File: src/shared/dvb_pkg.sv
// Package for the dual-vector / direct-transfer bus request controller.
// Assumes a single 25 MHz system clock and byte addresses on the register bus.
package dvb_pkg;

    // ==================================================================
    // Timing
    localparam int CLK_NS          = 40;
    localparam int GRANT_MIN_NS    = 75;
    localparam int GRANT_HOLD_CYC  = (GRANT_MIN_NS + CLK_NS - 1) / CLK_NS;
    localparam int SLAVE_RESP_NS   = 120;
    localparam int SLAVE_RESP_CYC  = (SLAVE_RESP_NS + CLK_NS - 1) / CLK_NS;

    // ==================================================================
    // Register offsets (byte addresses)
    localparam logic [4:0] OFS_CTRL   = 5'h00;
    localparam logic [4:0] OFS_COUNT  = 5'h04;
    localparam logic [4:0] OFS_GO     = 5'h08;
    localparam logic [4:0] OFS_STATUS = 5'h0C;
    localparam logic [4:0] OFS_VECTOR = 5'h10;

    // ==================================================================
    // Control fields
    localparam int CTRL_EN_A    = 0;
    localparam int CTRL_EN_B    = 1;
    localparam int CTRL_COND_A  = 2;
    localparam int CTRL_COND_B  = 3;
    localparam int CTRL_ARB_EN  = 4;
    localparam int CTRL_BURST   = 5;
    localparam logic [5:0] CTRL_RESET  = 6'h00;
    localparam logic [7:0] COUNT_RESET = 8'h01;

    // Status fields
    localparam int STAT_DMA_BUSY = 0;
    localparam int STAT_SUSPEND  = 1;
    localparam int STAT_VEC_VLD  = 2;
    localparam int STAT_DONE_LSB = 8;

    // ==================================================================
    // State machines
    typedef enum logic [2:0] {
        ARB_IDLE    = 3'b000,
        ARB_GNT_BR  = 3'b001,
        ARB_GNT_NP  = 3'b010,
        ARB_HOLD    = 3'b011,
        ARB_SUSPEND = 3'b100
    } dvb_arb_t;

    typedef enum logic [2:0] {
        DMA_IDLE  = 3'b000,
        DMA_REQ   = 3'b001,
        DMA_XFER  = 3'b010,
        DMA_END   = 3'b011,
        DMA_GAP   = 3'b100
    } dvb_dma_t;

endpackage

File: src/rtl/dvb_host.sv
// Controller outside the dual-vector / direct-transfer request front end:
// arbitrator, interrupt fielding and direct-transfer requesting function.
// Assumes software on Avalon-MM and asynchronous bus pins from the device.
//
// Overview of operation
// - After acknowledge, the arbitrator withdraws grant and stops arbitrating.
// - Requester withdraws request after each transfer, reasserts for the next; in burst mode it stays up between cycles.
// - Requester holds its request until the transfer completes.
// - For multi-cycle ownership, permit is withheld until the last cycle begins.
//
// Our own choices: the Avalon-MM register port and the register addresses.
`timescale 1ns/1ns
module dvb_host
    import dvb_pkg::*;
(
    input  wire logic        clk_sys,
    input  wire logic        resetn,
    input  wire logic [4:0]  avs_address,
    input  wire logic        avs_read,
    input  wire logic        avs_write,
    input  wire logic [31:0] avs_writedata,
    output logic      [31:0] avs_readdata,
    output logic             avs_waitrequest,
    input  wire logic        bus_request_pin,
    input  wire logic        sack_pin,
    input  wire logic        bbsy_pin,
    input  wire logic        intr_pin,
    input  wire logic        grant_out_pin,
    input  wire logic        dma_owner_active_n_pin,
    input  wire logic [8:2]  vector_pin,
    output logic             bus_grant,
    output logic             npr_grant,
    output logic             chan_a_irq_enable,
    output logic             chan_b_irq_enable,
    output logic             irq_cond_a,
    output logic             irq_cond_b,
    output logic             dma_cycle_request_n,
    output logic             ack_release_permit_n,
    output logic             transfer_done_flag,
    output logic             slave_sync
);
    // ==================================================================
    // Pin synchronisation
    logic [12:0] pins_s;
    logic        br_s;
    logic        sack_s;
    logic        bbsy_s;
    logic        intr_s;
    logic        gout_s;
    logic        owner_s;
    logic [8:2]  vec_s;

    dvb_sync #(.WIDTH(13)) u_sync (
        .clk_sys (clk_sys),
        .resetn  (resetn),
        .pin     ({vector_pin, !dma_owner_active_n_pin, grant_out_pin,
                   intr_pin, bbsy_pin, sack_pin, bus_request_pin}),
        .sync    (pins_s)
    );
    assign {vec_s, owner_s, gout_s, intr_s, bbsy_s, sack_s, br_s} = pins_s;

    // ==================================================================
    // Register state
    logic [5:0] ctrl;
    logic [7:0] count;
    logic       go;
    logic       vec_valid;
    logic [8:0] vector;
    logic       wr_acc;
    logic       rd_acc;
    logic       vec_capture;
    logic       dma_busy;
    logic [7:0] dma_done;
    logic       dma_ssyn;
    logic       dma_fin;
    logic       dma_req_n;
    logic       dma_permit_n;
    dvb_arb_t   arb;

    assign wr_acc = avs_write && !avs_waitrequest;
    assign rd_acc = avs_read && !avs_waitrequest;

    // ==================================================================
    // Avalon slave: one wait cycle, then answer
    always_ff @(posedge clk_sys or negedge resetn)
    begin
        if (!resetn)
            avs_waitrequest <= 1'b1;
        else
            avs_waitrequest <= !((avs_read || avs_write) && avs_waitrequest);
    end

    always_ff @(posedge clk_sys or negedge resetn)
    begin
        if (!resetn)
            avs_readdata <= 32'h0000_0000;
        else if (avs_read && avs_waitrequest)
        begin
            unique case (avs_address)
                OFS_CTRL:   avs_readdata <= {26'h000_0000, ctrl};
                OFS_COUNT:  avs_readdata <= {24'h00_0000, count};
                OFS_STATUS: avs_readdata <= {16'h0000, dma_done, 5'h00, vec_valid,
                                             arb == ARB_SUSPEND, dma_busy};
                OFS_VECTOR: avs_readdata <= {23'h00_0000, vector};
                default:    avs_readdata <= 32'h0000_0000;
            endcase
        end
    end

    always_ff @(posedge clk_sys or negedge resetn)
    begin
        if (!resetn)
        begin
            ctrl  <= CTRL_RESET;
            count <= COUNT_RESET;
            go    <= 1'b0;
        end
        else
        begin
            go <= wr_acc && avs_address == OFS_GO && avs_writedata[0];
            if (wr_acc && avs_address == OFS_CTRL)
                ctrl <= avs_writedata[5:0];
            if (wr_acc && avs_address == OFS_COUNT)
                count <= avs_writedata[7:0];
        end
    end

    // ==================================================================
    // Interrupt channel drive
    always_ff @(posedge clk_sys or negedge resetn)
    begin
        if (!resetn)
        begin
            chan_a_irq_enable <= 1'b0;
            chan_b_irq_enable <= 1'b0;
            irq_cond_a        <= 1'b0;
            irq_cond_b        <= 1'b0;
        end
        else
        begin
            chan_a_irq_enable <= ctrl[CTRL_EN_A];
            chan_b_irq_enable <= ctrl[CTRL_EN_B];
            irq_cond_a        <= ctrl[CTRL_COND_A];
            irq_cond_b        <= ctrl[CTRL_COND_B];
        end
    end

    // ==================================================================
    // Arbitrator
    logic [3:0] hold_cnt;
    logic       bus_free;
    logic       dma_want;

    assign bus_free = !sack_s && !bbsy_s && ctrl[CTRL_ARB_EN];
    assign dma_want = !dma_req_n;

    always_ff @(posedge clk_sys or negedge resetn)
    begin
        if (!resetn)
        begin
            arb      <= ARB_IDLE;
            hold_cnt <= 4'h0;
        end
        else
        begin
            unique case (arb)
                ARB_IDLE:
                    // Direct transfers outrank interrupt requests
                    if (bus_free && dma_want)
                        arb <= ARB_GNT_NP;
                    else if (bus_free && br_s)
                        arb <= ARB_GNT_BR;
                ARB_GNT_BR, ARB_GNT_NP:
                begin
                    hold_cnt <= 4'h0;
                    if (sack_s)
                        arb <= ARB_HOLD;
                    else if (gout_s)
                        arb <= ARB_IDLE;
                end
                ARB_HOLD:
                    if (hold_cnt == 4'(GRANT_HOLD_CYC - 1))
                        arb <= ARB_SUSPEND;
                    else
                        hold_cnt <= hold_cnt + 4'h1;
                ARB_SUSPEND:
                    if (!sack_s && !bbsy_s)
                        arb <= ARB_IDLE;
                default:
                    arb <= ARB_IDLE;
            endcase
        end
    end

    always_ff @(posedge clk_sys or negedge resetn)
    begin
        if (!resetn)
        begin
            bus_grant <= 1'b0;
            npr_grant <= 1'b0;
        end
        else
        begin
            // Grant kept for the minimum hold after acknowledge
            bus_grant <= (arb == ARB_GNT_BR && !gout_s)
                         || (arb == ARB_IDLE && bus_free && br_s && !dma_want)
                         || (arb == ARB_HOLD && bus_grant
                             && hold_cnt != 4'(GRANT_HOLD_CYC - 1));
            npr_grant <= (arb == ARB_GNT_NP && !gout_s)
                         || (arb == ARB_IDLE && bus_free && dma_want)
                         || (arb == ARB_HOLD && npr_grant
                             && hold_cnt != 4'(GRANT_HOLD_CYC - 1));
        end
    end

    // ==================================================================
    // Interrupt fielding: vector strobe and slave sync
    logic irq_ssyn;

    assign vec_capture = intr_s && bbsy_s && !irq_ssyn;

    always_ff @(posedge clk_sys or negedge resetn)
    begin
        if (!resetn)
        begin
            irq_ssyn  <= 1'b0;
            vector    <= 9'h000;
            vec_valid <= 1'b0;
        end
        else
        begin
            if (vec_capture)
                vector <= {vec_s, 2'b00};
            // Sync held until the interrupt line drops
            irq_ssyn <= vec_capture || (irq_ssyn && intr_s);
            // Capture beats a clearing read in the same cycle
            if (vec_capture)
                vec_valid <= 1'b1;
            else if (rd_acc && avs_address == OFS_VECTOR)
                vec_valid <= 1'b0;
        end
    end

    // ==================================================================
    // Direct-transfer requester
    dvb_dma_seq u_dma (
        .clk_sys              (clk_sys),
        .resetn               (resetn),
        .start                (go),
        .burst                (ctrl[CTRL_BURST]),
        .count                (count),
        .owner_active         (owner_s),
        .dma_cycle_request_n  (dma_req_n),
        .ack_release_permit_n (dma_permit_n),
        .slave_sync           (dma_ssyn),
        .done_flag            (dma_fin),
        .busy                 (dma_busy),
        .done_count           (dma_done)
    );

    always_ff @(posedge clk_sys or negedge resetn)
    begin
        if (!resetn)
        begin
            dma_cycle_request_n  <= 1'b1;
            ack_release_permit_n <= 1'b0;
            transfer_done_flag   <= 1'b0;
            slave_sync           <= 1'b0;
        end
        else
        begin
            dma_cycle_request_n  <= dma_req_n;
            ack_release_permit_n <= dma_permit_n;
            transfer_done_flag   <= dma_fin || irq_ssyn;
            slave_sync           <= dma_ssyn || irq_ssyn;
        end
    end
endmodule // dvb_host

File: src/rtl/dvb_sync.sv
// Two-flop synchroniser bank for asynchronous bus pins.
// Assumes pins change freely relative to clk_sys.
`timescale 1ns/1ns
module dvb_sync #(
    parameter int WIDTH = 1
) (
    input  wire logic             clk_sys,
    input  wire logic             resetn,
    input  wire logic [WIDTH-1:0] pin,
    output logic      [WIDTH-1:0] sync
);
    // ==================================================================
    // Per-bit stages
    genvar i;
    generate
        for (i = 0; i < WIDTH; i++)
        begin : g_bit
            logic meta;
            always_ff @(posedge clk_sys or negedge resetn)
            begin
                if (!resetn)
                begin
                    meta    <= 1'b0;
                    sync[i] <= 1'b0;
                end
                else
                begin
                    meta    <= pin[i];
                    sync[i] <= meta;
                end
            end
        end
    endgenerate
endmodule // dvb_sync

File: src/rtl/dvb_dma_seq.sv
// Direct-transfer requesting function: drives request, release permit,
// slave sync and done flag. Assumes owner input is already synchronised.
`timescale 1ns/1ns
module dvb_dma_seq
    import dvb_pkg::*;
(
    input  wire logic       clk_sys,
    input  wire logic       resetn,
    input  wire logic       start,
    input  wire logic       burst,
    input  wire logic [7:0] count,
    input  wire logic       owner_active,
    output logic            dma_cycle_request_n,
    output logic            ack_release_permit_n,
    output logic            slave_sync,
    output logic            done_flag,
    output logic            busy,
    output logic [7:0]      done_count
);
    dvb_dma_t   state;
    logic [7:0] remaining;
    logic [3:0] wait_cnt;
    logic       burst_q;

    // ==================================================================
    // Sequencer
    always_ff @(posedge clk_sys or negedge resetn)
    begin
        if (!resetn)
        begin
            state      <= DMA_IDLE;
            remaining  <= 8'h00;
            wait_cnt   <= 4'h0;
            burst_q    <= 1'b0;
            done_count <= 8'h00;
        end
        else
        begin
            unique case (state)
                DMA_IDLE:
                    if (start && count != 8'h00)
                    begin
                        remaining <= count;
                        burst_q   <= burst;
                        state     <= DMA_REQ;
                    end
                DMA_REQ:
                    if (owner_active)
                    begin
                        wait_cnt <= 4'h0;
                        state    <= DMA_XFER;
                    end
                DMA_XFER:
                    if (wait_cnt == 4'(SLAVE_RESP_CYC))
                        state <= DMA_END;
                    else
                        wait_cnt <= wait_cnt + 4'h1;
                DMA_END:
                    if (!owner_active)
                    begin
                        remaining  <= remaining - 8'h01;
                        done_count <= done_count + 8'h01;
                        state      <= DMA_GAP;
                    end
                DMA_GAP:
                    // Multi-cycle ownership keeps the request up between cycles
                    state <= (remaining == 8'h00) ? DMA_IDLE : DMA_REQ;
                default:
                    state <= DMA_IDLE;
            endcase
        end
    end

    // ==================================================================
    // Pin drive
    always_ff @(posedge clk_sys or negedge resetn)
    begin
        if (!resetn)
        begin
            dma_cycle_request_n  <= 1'b1;
            ack_release_permit_n <= 1'b0;
            slave_sync           <= 1'b0;
            done_flag            <= 1'b0;
            busy                 <= 1'b0;
        end
        else
        begin
            busy <= (state != DMA_IDLE);
            dma_cycle_request_n <= !(state == DMA_REQ || state == DMA_XFER
                                     || state == DMA_END
                                     || (state == DMA_GAP && burst_q && remaining != 8'h00));
            ack_release_permit_n <= (state != DMA_IDLE) && burst_q && (remaining > 8'h01);
            slave_sync <= (state == DMA_XFER && wait_cnt == 4'(SLAVE_RESP_CYC))
                          || (state == DMA_END && owner_active);
            done_flag  <= slave_sync || (state == DMA_XFER && wait_cnt == 4'(SLAVE_RESP_CYC));
        end
    end
endmodule // dvb_dma_seq

File: config.mk
export PLATFORM = sky130hd
export DESIGN_NAME = dvb_host
export DESIGN_NICKNAME = d
export VERILOG_FILES = /design/src/shared/dvb_pkg.sv /design/src/rtl/dvb_host.sv /design/src/rtl/dvb_sync.sv /design/src/rtl/dvb_dma_seq.sv
export SDC_FILE = /design/constraint.sdc
export NUM_CORES = 1
export LEC_CHECK = 0
export BUFFER_PORTS_ARGS = -buffer_cell sky130_fd_sc_hd__buf_2
export CAP_MARGIN = 40
export CORE_MARGIN = 4
export CORE_UTILIZATION = 55
export DETAILED_ROUTE_END_ITERATION = 6
export PLACE_DENSITY = 0.91
export SKIP_LAST_GASP = 1
export SYNTH_ARGS = -nofsm -noshare
export SYNTH_HDL_FRONTEND = slang
export SYNTH_HIERARCHICAL = 1
export SYNTH_SLANG_ARGS = --single-unit
File: constraint.sdc
create_clock -name clk_sys -period 4.2 [get_ports clk_sys]
set_clock_uncertainty 0.2 [all_clocks]
set_input_delay 0 -clock clk_sys [delete_from_list [all_inputs] [get_ports clk_sys]]
set_output_delay 0 -clock clk_sys [all_outputs]
set_load 0.02 [all_outputs]
# Yosys cells after proc, flatten, opt, wreduce, memory -nomap -nowiden
# Cells that the tools add are included.
[classes]
eq_ne = 25
magnitude_cmp = 1
n_reduce_logical = 74
muxes = 24
bitwise = 1
add_sub_neg = 4
[op_table]
columns = ["op", "n"]
rows = [
  ["16-bit case mux with 4 select lines", 1],
  ["1-bit logical AND", 33],
  ["3-bit two-way mux", 10],
  ["8-bit two-way mux", 2],
  ["4-bit case mux with 2 select lines", 2],
  ["8-bit case mux with 2 select lines", 1],
  ["8-bit nonzero test", 2],
  ["3-bit case mux with 5 select lines", 1],
  ["1-bit logical OR", 13],
  ["3-bit by 2-bit equality test with 1-bit output, second input constant", 4],
  ["4-bit two-way mux", 3],
  ["3-bit case mux with 4 select lines", 1],
  ["5-bit by 4-bit equality test with 1-bit output, second input constant", 2],
  ["2-bit inequality test, second input constant", 5],
  ["1-bit logical NOT", 9],
  ["4-bit by 1-bit adder with 4-bit output, second input constant", 2],
  ["8-bit by 1-bit adder with 8-bit output, second input constant", 1],
  ["8-bit by 1-bit > comparator with 1-bit output, second input constant", 1],
  ["8-bit logical NOT", 1],
  ["4-bit AND reduction", 2],
  ["2-bit nonzero test", 4],
  ["8-bit by 1-bit subtractor with 8-bit output, second input constant", 1],
  ["3-bit by 1-bit equality test with 1-bit output, second input constant", 2],
  ["3-bit equality test, second input constant", 2],
  ["16 further kinds", 24],
]
[totals]
in_bits = 54
output_inout_bits = 43
wordCells = 185
ff_bits = 129

# Logic depth before layout (Yosys ltp)
[depth]
depth_word = 8
depth_mapped = 6
mapped_depth_nobuf = 6

# Modules after synthesis
# The synthesis kept the hierarchy.
[by_module_without_submodules]
columns = ["module", "cells_each", "area_per_inst_um2", "n_inst", "seq_area_each_um2"]
rows = [
  ["dvb_host", 219, 2677.6, 1, 1455.1],
  ["dvb_dma_seq", 148, 1516.5, 1, 726.9],
  ["dvb_sync", 26, 650.6, 1, 650.6],
]

# Least setup slack after synthesis
# Ideal clock, no wire load.
[synth_path]
kind = "reg2reg"
from = "register u_dma.remaining[0]"
to = "register u_dma.remaining[6]"
n_path_buf = 0
arrival_ns = 1.627
required_ns = 3.879
stages_incl_launch_ff = 7
path_slack_ns = 2.252
path_cell_list = "dfrtp_1 > inv_1 > ha_1 > or3b_2 > nor3_1 > a31oi_1 > o22a_1"
[synth_between]
elab_chain_cells = 3
[synth_rtl]
columns = ["element", "line", "rtl"]
rows = [
  ["start, declared", "dvb_dma_seq.sv:21", "logic [7:0] remaining;"],
  ["start signal, assigned", "dvb_dma_seq.sv:43", "remaining <= count;"],
  ["start signal, assigned", "dvb_dma_seq.sv:61", "remaining <= remaining - 8'h01;"],
  ["8-bit by 1-bit subtractor with 8-bit output", "dvb_dma_seq.sv:61", ""],
  ["8-bit two-way mux", "dvb_dma_seq.sv:59", "if (!owner_active)"],
  ["8-bit case mux with 2 select lines", "dvb_dma_seq.sv:39", "unique case (state)"],
]
# No other way between the ends. The select of a mux whose other input is x is not followed.
# A chain may end at the register's enable or synchronous reset.

# Worst setup path in the final report
[layout_path]
from = "input port avs_address[4]"
to = "register avs_readdata[1]"
[layout_between]
elab_chain_cells = 2
elab_cells_between_ends = 5
[layout_rtl]
columns = ["element", "line", "rtl"]
rows = [
  ["start, declared", "dvb_host.sv:18", "input wire logic [4:0] avs_address,"],
  ["5-bit equality test, or another cell as far along", "dvb_host.sv:99", "unique case (avs_address)"],
  ["16-bit case mux with 4 select lines *", "dvb_host.sv:99", ""],
  ["end signal, assigned", "dvb_host.sv:100", "OFS_CTRL: avs_readdata <= {26'h000_0000, ctrl};"],
  ["end signal, assigned", "dvb_host.sv:101", "OFS_COUNT: avs_readdata <= {24'h00_0000, count};"],
  ["end signal, assigned", "dvb_host.sv:102", "OFS_STATUS: avs_readdata <= {16'h0000, dma_done, 5'h00, vec_valid,"],
  ["end, declared", "dvb_host.sv:22", "output logic [31:0] avs_readdata,"],
]
# Every way passes the cells marked *; elsewhere a longest branch is shown, timed or not.

==> results.py <==
metrics = {
    "outcome": {
        "status": "completed",
    },
    "global_route": {
        "grt_max_degree": 56,
        "grt_usage_pct": 29.0,
        "grt_pass1_wl_um": 22100,
        "overflow": 0,
        "antenna_found_initial": 0,
        "grt_pass1_vias": 4079,
    },
    "finish": {
        "design_area_um2": 6330,
        "multiInputGateArea_um2": 1820,
        "seq_area_um2": 2830,
        "syn_to_final_growth_pct": 30.6,
        "mostFrequentLayoutCells": "dfrtp_1, buf_2, dlygate4sd3_1, mux2_2, o21ai_0",
        "layout.nets": 568,
        "drive_above_1_share_pct": 26.5,
        "fill_cells": 449,
        "mostFrequentLayoutCell": "dfrtp_1",
        "n_antenna_cell": 0,
    },
    "yosys": {
        "ys_seq_area_share_pct": 58.5,
        "postSynthAreaPerCell_um2": 12.3,
        "synth_ff_type": "dfrtp_1",
        "syn_area_um2": 4840,
        "postSynthCellCount": 393,
        "synth_seq_cells": 113,
        "synth.distinct_cells": 62,
        "synth_edf_count": 0,
        "ys_warn_count": 6,
        "async_flop_share_pct": 100,
    },
    "routing": {
        "ant_nets": 0,
        "wirelength_um": 13900,
        "remaining_drc_errors": 0,
        "vias": 3938,
        "firstDrtPassIters": 5,
        "drt-vias-per-instance": 6.30,
        "wl_per_cell_um": 22.2,
        "dr.first_iter.drc_count": 404,
    },
    "cts": {
        "cts.sinks": 113,
        "cts_tree": "built",
        "numCtsBuffers": 17,
        "clock_path_buffers": 2,
        "clk_pin_slew_worst_paths_ns": 0.06,
        "clk_latency_ns": 0.52,
        "post-cts-setup-buffers": 0,
        "cts_max_level": 4,
        "cts_root_buffer": "clkbuf_8",
    },
    "power_and_ir_drop": {
        "swShare_pct": 27.7,
        "p_clk_share_pct": 44.7,
        "power_density_nw_per_um2": 537,
        "internal_power_w": 0.00246,
        "leakage_nw": 3.02,
        "seqPwrFrac_pct": 40.1,
        "comb_power_share_pct": 15.1,
        "vdd_drop_max_mv": 0.433,
        "netSwitchingPower_w": 0.000939,
        "total_power_w": 0.00340,
    },
    "timing": {
        "tns_ns": 0,
        "rsz0062_at_grt": "false",
        "max_slew.worst_pin.slew_ns": 0.601,
        "whs_ns": 0.0590,
        "fin_crit_ns": 3.33,
        "slew_headroom_pct": 59.8,
        "fin_ws_ns": 0.872,
        "hold_viol_final": 0,
        "max_freq_mhz": 301,
        "drv_slew": 0,
        "setup_viol": 0,
        "fin_crit_sh_pct": 79.2,
    },
    "place": {
        "dpl.hpwl_um": 7010,
        "dp_slack_ns": 1.99,
        "gp_congestion": 0.805,
        "dpl-instance-area_um2": 5160,
        "portBuffers": 56,
    },
    "setup_path": {
        "worst_r2r_endpoint": "avs_readdata[1]",
        "rr_startpoint": "arb[2]",
        "crit_fanout": 10,
        "path_class": "in2reg",
        "end_kind": "register",
        "reg2reg_depth": 5,
        "startpoint_type": "input pin",
        "worstPathArrival_ns": 3.58,
        "cp_data_required_time_ns": 4.46,
        "rrSetupSlack_ns": 1.58,
    },
    "floorplanning": {
        "placementRows": 33,
        "coreArea_um2": 8380,
        "die_w_um": 102,
        "fp.dieH_um": 102,
        "start_util_pct": 57.8,
        "dieArea_um2": 10400,
        "ios": 97,
    },
    "hold_path": {
        "min_path_cells": 3,
        "hold_start": "avs_writedata[6]",
        "worst_hold_path_type": "in2reg",
        "worstHoldEndpoint": "count[6]",
    },
    "job": {
        "max-cap-violations": 0,
    },
}
repair_timing:
action	CTS	global route
hold endpoints to repair	158	0
gates resized for setup	0	0
hold buffers	54	0
kinds of logic after synthesis:
group                      count (synthesis)  share of synthesized area, %
DFF                                      113                          58.5
other                                      1                        0.0774
and+or+nand+nor                          104                          13.9
AOI/OAI and AO/OA                         79                          11.2
xor gates and xnor gates                  11                          1.99
buffers and inverters                     46                          5.14
adders and majority gates                  7                          1.81
muxes                                     32                          7.39
worst max-delay path by stage:
stage / start / to / cells past startpoint
final: avs_address[4] / avs_readdata[1] / 8
after global routing: avs_address[4] / avs_readdata[1] / 8
after CTS: avs_address[4] / avs_readdata[1] / 8
after detailed placement: u_dma/state[2] / u_dma/remaining[1] / 5
after global placement: u_dma/state[2] / u_dma/remaining[1] / 5
after floorplan: u_dma/remaining[0] / u_dma/remaining[6] / 6
final cells by class:
cell class	count	share of cell area [%]
sequential	113	44.8
inverter	13	0.771
timing repair buffer	113	13.8
tap	105	2.08
multi-input combinational	249	28.8
clock buffer	22	7.32
clock inverter	10	2.47
Yosys cell counts, types with 9 or more instances:
cell | n | share of area, %
buf_4 | 17 | 2.6
a22o_1 | 10 | 1.8
a21oi_1 | 9 | 0.93
inv_1 | 13 | 1.0
o21ai_0 | 22 | 2.3
nand2_1 | 14 | 1.1
mux2_2 | 30 | 7.0
dfrtp_1 | 109 | 56
a32oi_1 | 10 | 1.8
buf_2 | 10 | 1.0
nor2_1 | 19 | 1.5
nand3_1 | 10 | 1.0
power by group through the flow:
stage | registers (W) | clock network, W | logic, W
4_1_cts | 0.00135 | 0.00151 | 0.000497
3_3_place_gp | 0.00135 | 0 | 0.000416
5_1_grt | 0.00138 | 0.00158 | 0.000557
3_5_place_dp | 0.00137 | 0 | 0.000448
6_report | 0.00136 | 0.00152 | 0.000513
2_1_floorplan | 0.00133 | 0 | 0.000342
flip-flops by register name (all words and copies together) (netlist names), 3 cells and up:
signal and count:
count 8, u_sync/sync 13, ctrl 6, u_dma/done_count 8
avs_readdata 16, vector 7, hold_cnt 4, arb 3
u_dma/remaining 8, u_dma/state 3, u_dma/wait_cnt 4, u_sync/g_bit.meta 13
metrics by stage:
step                utilization [%]  std cells
global route                   75.5        625
detailed placement             61.5        539
global placement               61.2        538
floorplan                         -        408
finish                         75.5        625
CTS                            75.5        625
metal layers:
metal	share of wire, %	wire [um]	vias to the layer above	GRT usage, %
li1	-	-	1641	-
met2	51	7140	280	49.0
met5	0	0	-	0
met4	4.5	632	0	15.7
met1	36	4950	1951	33.2
met3	8.5	1180	66	8.94
worst max-delay path, stage by stage:
cell and delay (ns):
dlygate4sd3_1 0.55, buf_2 0.22, nor4b_4 0.41, dlygate4sd3_1 0.89, o21ai_0 0.16, dlygate4sd3_1 0.59, a22oi_1 0.18, dlygate4sd3_1 0.58
Note: power is estimated with default switching activity, not from simulation.
